## src/design/aisf_consts.svh

```systemverilog
// constants for the identify-word and set-features block
// assumes inclusion by the design module, the host model and the bench
`ifndef AISF_CONSTS_SVH
`define AISF_CONSTS_SVH
`define AISF_OFS_SUBCMD     3'h1
`define AISF_OFS_CONFIG     3'h2
`define AISF_OFS_SECIDX     3'h3
`define AISF_OFS_TRKLO      3'h4
`define AISF_OFS_TRKHI      3'h5
`define AISF_OFS_DRVHD      3'h6
`define AISF_OFS_OPCODE     3'h7
`define AISF_OFS_DATA       3'h0
`define AISF_OP_SETFEAT     8'hef
`define AISF_OP_IDENTIFY    8'hec
`define AISF_SF_XFER        8'h03
`define AISF_SF_WC_ON       8'h02
`define AISF_SF_WC_OFF      8'h82
`define AISF_XT_PIO         5'h01
`define AISF_XT_MDMA        5'h04
`define AISF_XT_UDMA        5'h08
`define AISF_W87            16'h4000
`define AISF_W217           16'h0001
`define AISF_SIGNATURE      8'ha5
`define AISF_UDMA_MAX       3'h6
`define AISF_DRV_BIT        4
`define AISF_MTH_JUMPER     2'h1
`define AISF_MTH_CSEL       2'h2
`define AISF_MTH_OTHER      2'h3
`define AISF_ERASE_N        8'h00
`define AISF_ERASE_E        8'h00
`endif

```

## src/design/aisf_pkg.sv

```systemverilog
// types for the identify-word and set-features block
// assumes the constants header is compiled alongside
package aisf_pkg;
  typedef enum logic [1:0] {
    AISF_IDLE,
    AISF_FLUSH,
    AISF_SEND
  } aisf_state_e;

  typedef struct packed {
    aisf_state_e state;
    logic [7:0]  subcmd;
    logic [7:0]  config_v;
    logic [7:0]  secidx;
    logic [7:0]  trklo;
    logic [7:0]  trkhi;
    logic [7:0]  drvhd;
    logic [6:0]  udma_sel;
    logic        wcache;
    logic [12:0] w93;
    logic        expired;
    logic [7:0]  widx;
    logic [7:0]  csum;
    logic [15:0] rdata;
    logic        rvalid;
    logic        busy;
    logic        done;
    logic        abort;
    logic        flush_req;
  } aisf_state_s;
endpackage

```

## src/design/aisf_ident.sv

```systemverilog
// identify words 87..255 generator and set-features taskfile decoder
// assumes synchronous taskfile strobes, one access per cycle, and that
// the host loads the taskfile before writing the opcode
`include "aisf_consts.svh"
module aisf_ident (
  input  wire logic        mclk_in,
  input  wire logic        nrst_in,
  input  wire logic        hw_reset_in,
  input  wire logic        cblid_in,
  input  wire logic        is_dev1_in,
  input  wire logic [1:0]  dev_method_in,
  input  wire logic        pdiag_seen_in,
  input  wire logic        dasp_seen_in,
  input  wire logic        dev0_resp_in,
  input  wire logic        diag_pass_in,
  input  wire logic        sec_max_in,
  input  wire logic        sec_frozen_in,
  input  wire logic        sec_locked_in,
  input  wire logic        sec_enabled_in,
  input  wire logic        sec_fail_in,
  input  wire logic        flush_done_in,
  input  wire logic [2:0]  addr_in,
  input  wire logic        wr_in,
  input  wire logic        rd_in,
  input  wire logic [7:0]  wdata_in,
  input  wire logic [15:0] base_word_in,
  output logic [15:0] rdata_out,
  output logic        rvalid_out,
  output logic [7:0]  word_idx_out,
  output logic        busy_out,
  output logic        done_out,
  output logic        abort_out,
  output logic        flush_req_out,
  output logic        wcache_out,
  output logic        sec_expired_out,
  output logic [6:0]  udma_sel_out
);
  aisf_pkg::aisf_state_s st_reg;
  aisf_pkg::aisf_state_s st_next;

  logic [15:0] word;
  logic [7:0]  w_sum;
  logic [15:0] w88;
  logic [15:0] w93;
  logic [15:0] w128;
  logic [15:0] w255;
  logic [12:0] w93_cap;
  logic        xfer_ok;
  logic        rd_data;

  // supported modes 6 down to 0
  assign w88 = {1'b0, st_reg.udma_sel, 1'b0, 7'h7f};
  assign w128 = {7'h00, sec_max_in & sec_enabled_in, 2'h0,
                 1'b1, st_reg.expired, sec_frozen_in,
                 sec_locked_in, sec_enabled_in, 1'b1};
  // field bit 12 stores word bit 13; word bit 12 is reserved
  assign w93 = {2'b01, st_reg.w93[12], 1'b0, st_reg.w93[11:0]};
  assign w255 = {8'(8'h00 - st_reg.csum - `AISF_SIGNATURE),
                 `AISF_SIGNATURE};

  // live capture image of reset results
  always_comb
  begin
    w93_cap = 13'h0000;
    w93_cap[12] = cblid_in;
    if (is_dev1_in)
    begin
      w93_cap[11:8] = {pdiag_seen_in, dev_method_in, 1'b1};
    end
    else
    begin
      w93_cap[6:0] = {dev0_resp_in, dasp_seen_in, pdiag_seen_in,
                      diag_pass_in, dev_method_in, 1'b1};
    end
  end

  // word mux; words below 87 come from outside
  always_comb
  begin
    unique case (st_reg.widx)
      8'd87:   word = `AISF_W87;
      8'd88:   word = w88;
      8'd89:   word = {8'h00, `AISF_ERASE_N};
      8'd90:   word = {8'h00, `AISF_ERASE_E};
      8'd93:   word = w93;
      8'd128:  word = w128;
      8'd217:  word = `AISF_W217;
      8'd255:  word = w255;
      default: word = (st_reg.widx < 8'd87) ? base_word_in : 16'h0000;
    endcase
  end

  assign w_sum = 8'(st_reg.csum + word[7:0] + word[15:8]);
  assign xfer_ok = (st_reg.config_v[7:3] == `AISF_XT_PIO) ||
                   (st_reg.config_v[7:3] == `AISF_XT_MDMA) ||
                   ((st_reg.config_v[7:3] == `AISF_XT_UDMA) &&
                    (st_reg.config_v[2:0] <= `AISF_UDMA_MAX));
  assign rd_data = rd_in && (addr_in == `AISF_OFS_DATA);

  always_comb
  begin
    st_next = st_reg;
    st_next.done = 1'b0;
    st_next.abort = 1'b0;
    st_next.rvalid = 1'b0;
    if (hw_reset_in)
    begin
      st_next.w93 = w93_cap;
      st_next.expired = 1'b0;
    end
    else if (sec_fail_in)
    begin
      st_next.expired = 1'b1;
    end
    unique case (st_reg.state)
      aisf_pkg::AISF_IDLE:
      begin
        if (wr_in)
        begin
          unique case (addr_in)
            `AISF_OFS_SUBCMD: st_next.subcmd = wdata_in;
            `AISF_OFS_CONFIG: st_next.config_v = wdata_in;
            `AISF_OFS_SECIDX: st_next.secidx = wdata_in;
            `AISF_OFS_TRKLO:  st_next.trklo = wdata_in;
            `AISF_OFS_TRKHI:  st_next.trkhi = wdata_in;
            `AISF_OFS_DRVHD:  st_next.drvhd = wdata_in;
            `AISF_OFS_OPCODE:
            begin
              if (st_reg.drvhd[`AISF_DRV_BIT] != is_dev1_in)
              begin
                st_next.abort = 1'b0;
              end
              else if (wdata_in == `AISF_OP_IDENTIFY)
              begin
                st_next.state = aisf_pkg::AISF_SEND;
                st_next.widx = 8'h00;
                st_next.csum = 8'h00;
                st_next.busy = 1'b1;
              end
              else if (wdata_in == `AISF_OP_SETFEAT)
              begin
                if (st_reg.subcmd == `AISF_SF_XFER)
                begin
                  if (!xfer_ok)
                  begin
                    st_next.abort = 1'b1;
                  end
                  else
                  begin
                    if (st_reg.config_v[7:3] == `AISF_XT_UDMA)
                    begin
                      st_next.udma_sel = 7'(7'h01 << st_reg.config_v[2:0]);
                    end
                    else
                    begin
                      st_next.udma_sel = 7'h00;
                    end
                    st_next.done = 1'b1;
                  end
                end
                else if (st_reg.subcmd == `AISF_SF_WC_OFF)
                begin
                  st_next.wcache = 1'b0;
                  st_next.flush_req = 1'b1;
                  st_next.busy = 1'b1;
                  st_next.state = aisf_pkg::AISF_FLUSH;
                end
                else
                begin
                  if (st_reg.subcmd == `AISF_SF_WC_ON)
                  begin
                    st_next.wcache = 1'b1;
                  end
                  st_next.done = 1'b1;
                end
              end
              else
              begin
                st_next.abort = 1'b1;
              end
            end
            default:
            begin
              st_next.state = st_reg.state;
            end
          endcase
        end
      end
      aisf_pkg::AISF_FLUSH:
      begin
        if (flush_done_in)
        begin
          st_next.flush_req = 1'b0;
          st_next.busy = 1'b0;
          st_next.done = 1'b1;
          st_next.state = aisf_pkg::AISF_IDLE;
        end
      end
      aisf_pkg::AISF_SEND:
      begin
        if (rd_data)
        begin
          st_next.rvalid = 1'b1;
          if (st_reg.widx == 8'hff)
          begin
            st_next.rdata = w255;
            st_next.busy = 1'b0;
            st_next.done = 1'b1;
            st_next.state = aisf_pkg::AISF_IDLE;
          end
          else
          begin
            st_next.rdata = word;
            st_next.csum = w_sum;
            st_next.widx = 8'(st_reg.widx + 8'h01);
          end
        end
      end
    endcase
  end

  always_ff @(posedge mclk_in)
  begin
    if (!nrst_in)
    begin
      st_reg <= '0;
      st_reg.state <= aisf_pkg::AISF_IDLE;
      st_reg.w93 <= 13'h0000;
    end
    else
    begin
      st_reg <= st_next;
    end
  end

  assign rdata_out = st_reg.rdata;
  assign rvalid_out = st_reg.rvalid;
  assign word_idx_out = st_reg.widx;
  assign busy_out = st_reg.busy;
  assign done_out = st_reg.done;
  assign abort_out = st_reg.abort;
  assign flush_req_out = st_reg.flush_req;
  assign wcache_out = st_reg.wcache;
  assign sec_expired_out = st_reg.expired;
  assign udma_sel_out = st_reg.udma_sel;

  a_w93_hold: assert property (@(posedge mclk_in) disable iff (!nrst_in)
    !hw_reset_in |=> st_reg.w93 == $past(st_reg.w93))
    else $error("reset result changed outside hardware reset");
  a_w93_capt: assert property (@(posedge mclk_in) disable iff (!nrst_in)
    hw_reset_in |=> st_reg.w93[12] == $past(cblid_in))
    else $error("cable id not captured");
  a_dev_zero: assert property (@(posedge mclk_in) disable iff (!nrst_in)
    hw_reset_in && is_dev1_in |=> st_reg.w93[7:0] == 8'h00)
    else $error("device 0 field not zero on device 1");
  a_dev1_zero: assert property (@(posedge mclk_in) disable iff (!nrst_in)
    hw_reset_in && !is_dev1_in |=> st_reg.w93[11:8] == 4'h0)
    else $error("device 1 field not zero on device 0");
  a_expire_sticky: assert property (@(posedge mclk_in) disable iff (!nrst_in)
    st_reg.expired && !hw_reset_in |=> st_reg.expired)
    else $error("expired flag dropped without reset");
  a_udma_onehot: assert property (@(posedge mclk_in) disable iff (!nrst_in)
    $onehot0(st_reg.udma_sel))
    else $error("more than one ultra dma mode selected");
  a_flush_first: assert property (@(posedge mclk_in) disable iff (!nrst_in)
    st_reg.state == aisf_pkg::AISF_FLUSH && !flush_done_in
    |=> !st_reg.done)
    else $error("completion before flush");
  a_idx_step: assert property (@(posedge mclk_in) disable iff (!nrst_in)
    st_reg.state == aisf_pkg::AISF_SEND && rd_data && st_reg.widx != 8'hff
    |=> st_reg.widx == 8'($past(st_reg.widx) + 8'h01) && st_reg.rvalid)
    else $error("identify word index did not advance");
  a_sig_last: assert property (@(posedge mclk_in) disable iff (!nrst_in)
    st_reg.state == aisf_pkg::AISF_SEND && rd_data && st_reg.widx == 8'hff
    |=> st_reg.rdata[7:0] == `AISF_SIGNATURE && st_reg.done)
    else $error("integrity word signature wrong");
endmodule

```

## config.mk

```make
export PLATFORM = sky130hd
export DESIGN_NAME = aisf_ident
export DESIGN_NICKNAME = d
export VERILOG_FILES = /design/src/design/aisf_pkg.sv /design/src/design/aisf_ident.sv
export VERILOG_INCLUDE_DIRS = /design/src /design/src/design
export SDC_FILE = /design/constraint.sdc
export NUM_CORES = 1
export LEC_CHECK = 0
export ABC_AREA = 1
export BUFFER_PORTS_ARGS = -buffer_cell sky130_fd_sc_hd__buf_2
export CAP_MARGIN = 10
export CELL_PAD_IN_SITES_DETAIL_PLACEMENT = 2
export CELL_PAD_IN_SITES_GLOBAL_PLACEMENT = 2
export CORE_MARGIN = 10
export CORE_UTILIZATION = 30
export DETAILED_ROUTE_END_ITERATION = 12
export PLACE_DENSITY = 0.86
export RECOVER_POWER = 50
export SYNTH_ARGS = -nofsm -noshare
export SYNTH_HDL_FRONTEND = slang
export SYNTH_SLANG_ARGS = --single-unit
export TNS_END_PERCENT = 5
```

## constraint.sdc

```tcl
create_clock -name mclk_in -period 5.4 [get_ports mclk_in]
set_clock_uncertainty 0.15 [all_clocks]
set_input_delay 1.08 -clock mclk_in [delete_from_list [all_inputs] [get_ports mclk_in]]
set_output_delay 1.08 -clock mclk_in [all_outputs]
set_load 0.005 [all_outputs]
```

==> results.tsv <==
stage	metric	value	unit
outcome	status	finished, violations left	
outcome	violations	max-capacitance violations, max-slew violations	
yosys	ys_async_sr_fraction	0	%
yosys	syn_area_per_cell	6.80	µm²
cells_and_area	num-nets-final	809	
clocking	cts_resized	0	
timing	maxSlewHeadroom	-29.4	%
critical_path	cp.required	5.48	ns
yosys	ys_top_cells_by_area	dfxtp_1, nand2_1, inv_1	
critical_path	critPathMaxFanout	15	
yosys	synth_common_cells	nand2_1, inv_1, dfxtp_1, nor2_1, o21ai_0	
timing	hold_violations	0	
yosys	synth_flop_cell	dfxtp_1	
place	port_buffers	83	
yosys	synth_nets	760	
floorplan	die_y	145	µm
yosys	post-synth-top-count-cell	nand2_1	
floorplan	coreArea	15300	µm²
timing	tns	0	ns
floorplan	ios	84	
cells_and_area	finalNonFillerCells	958	
timing	drv_slew	50	
yosys	yosysSeqAreaShare	32.7	%
critical_path	critical_path_class	reg -> reg	
floorplan	start_util	30.8	%
clocking	cts_tree	done	
cells_and_area	diodes	0	
timing	layout_min_cycle_time	3.93	ns
route	via_count	4815	
route	wl	18600	µm
yosys	synth_edf_count	0	
power	ir_drop	0.000146	V
timing	fmax	0.254	GHz
timing	rsz0062_at_grt	false	
route	final_antenna_net_count	0	
critical_path	cp-start-kind	flop	
critical_path	end_kind	flop	
global_routing	grt_pass1_vias	5403	
route	post_drt_wl_per_cell	19.4	µm
yosys	ys_ff_latch	77	
yosys	yosys.area.top_type_share	32.7	%
route	drc	0	
route	drt-initial-drc-count	272	
clocking	postCtsSetupRepairBufs	0	
floorplan	die_width	145	µm
place	dp_hpwl	14300	µm
floorplan	std_cell_rows	45	
job	max-cap-violations	1	
clocking	clock-root-buffer	clkbuf_16	
timing	worst_pin_slew	1.94	ns
global_routing	track_usage	17.5	%
yosys	synthCells	693	
cells_and_area	num-fill-cells	1898	
floorplan	die-area	21100	µm²
yosys	synthesis.area	4710	µm²
clocking	cts_made_buffers	9	
clocking	clkTransAtPathRegs	0.07	ns
route	drt-vias-per-instance	5.03	
timing	setup_viol	0	
timing	post-route-period-util	72.8	%
global_routing	overflow	0	
clocking	hold_buffers	0	
critical_path	critPathArrivalTime	4.01	ns
yosys	yosys_warnings	0	
cells_and_area	syn_to_final_growth	13.9	%
place	dp_cells	942	
global_routing	antenna_found_initial	0	
place	routabilityCongestion	0.923	
power	p_total	1.40	mW
clocking	cts_buffer_depth	2	
yosys	ys_types	46	
clocking	clock-sinks	77	
hold_path	hp-class	reg -> reg	
cells_and_area	drive_above_1_share	12.3	%
route	dr.pass1.iters	4	
global_routing	grt_max_degree	50	
power	power_leakage	2.42	nW
global_routing	grt_pass1_wl	30000	µm
clocking	insertion_delay	0.35	ns
clocking	h-tree-depth	3	
cells_and_area	largest_register_ffs	39	
yosys	synth_largest_area_cell	dfxtp_1	
power	p_per_area	260	nW/µm²
-- cells in the final DEF, fill, tap and decap left out, types with 2 or more instances in the layout --
cell	instances
a21o_1	2
a21oi_1	34
a21oi_2	2
a31oi_1	4
buf_2	50
buf_4	2
bufinv_16	2
clkbuf_1	33
clkbuf_16	9
clkinv_1	3
clkinv_2	3
clkinvlp_4	2
dfxtp_1	77
fa_1	8
ha_1	13
inv_1	92
nand2_1	166
nand2_2	3
nand2_4	2
nand3_1	41
nand3_2	2
nand4_1	19
nor2_1	74
nor2_2	4
nor3_1	6
nor3_2	2
nor4_1	8
o211ai_1	2
o21a_1	4
o21ai_0	45
o22ai_1	8
or2_0	2
or2_2	2
xnor2_1	2
xor2_1	5
-- routing by layer --
metal / share of wire (%) / global-route usage, %
met1: 42 / 20.3
met2: 51 / 31.4
met3: 4.5 / 3.07
met4: 2.1 / 6.47
met5: 0 / 0
-- kinds of logic (layout without fill, tap and decap cells) --
logic type,after synthesis,count (layout),synth area share (%)
flops,77,77,32.7
compound gates,106,106,12.5
fa+ha+maj,21,21,6.85
xor+xnor,7,7,1.30
simple gates,339,339,32.3
buf+inv,143,197,14.3
-- metrics by stage --
stage | cell area (µm²) | setup WS, ns | util, % | hold slack [ns]
after floorplan | 4710 | 2.29 | - | 0.280
after global placement | 5090 | 1.91 | 33.3 | 0.299
after detailed placement | 5090 | 1.61 | 33.3 | 0.306
after CTS | 5410 | 1.48 | 35.3 | 0.322
after global routing | 5370 | 1.14 | 35.1 | 0.347
final | 5370 | 1.47 | 35.1 | 0.318
-- power by group --
part           total, mW  switching [mW]  internal, mW
clock              0.669           0.266         0.403
combinational      0.146          0.0958        0.0503
sequential         0.583         0.00577         0.577
total               1.40           0.368          1.03
-- worst paths after layout --
check	start	end	slack (ns)	cells past startpoint
max	word_idx_out[0]$_SDFFE_PN0P_	st_reg[27]$_SDFFE_PN0P_	1.47	20
min	rdata_out[15]$_SDFFE_PN0P_	rdata_out[15]$_SDFFE_PN0P_	0.32	2
max reg2reg	word_idx_out[0]$_SDFFE_PN0P_	st_reg[27]$_SDFFE_PN0P_	1.47	20
min reg2reg	rdata_out[15]$_SDFFE_PN0P_	rdata_out[15]$_SDFFE_PN0P_	0.32	2
-- critical path: stages, from the launching register on --
cell	delay (ns)
dfxtp_1	0.36
ha_1	0.26
nand2_1	0.17
nand2_1	0.09
nand3_1	0.09
nand2_1	0.06
inv_1	0.43
nand2_1	0.11
nand4_1	0.14
inv_1	0.10
fa_1	0.52
inv_1	0.07
ha_1	0.41
nand2_1	0.13
nand2_1	0.09
nand2_1	0.08
nand3_1	0.11
xnor2_1	0.18
nor2_1	0.07
nand2_1	0.06
o21ai_0	0.11
-- final cells by class --
cell class	instances	area, µm²	share of cell area [%]
multi-input combinational	473	2500	46.5
sequential	77	1540	28.7
timing repair buffer	85	389	7.25
inverter	96	360	6.71
tap	211	264	4.92
clock buffer	9	225	4.19
clock inverter	7	90.1	1.68
Power figures use the tool's default switching activity.
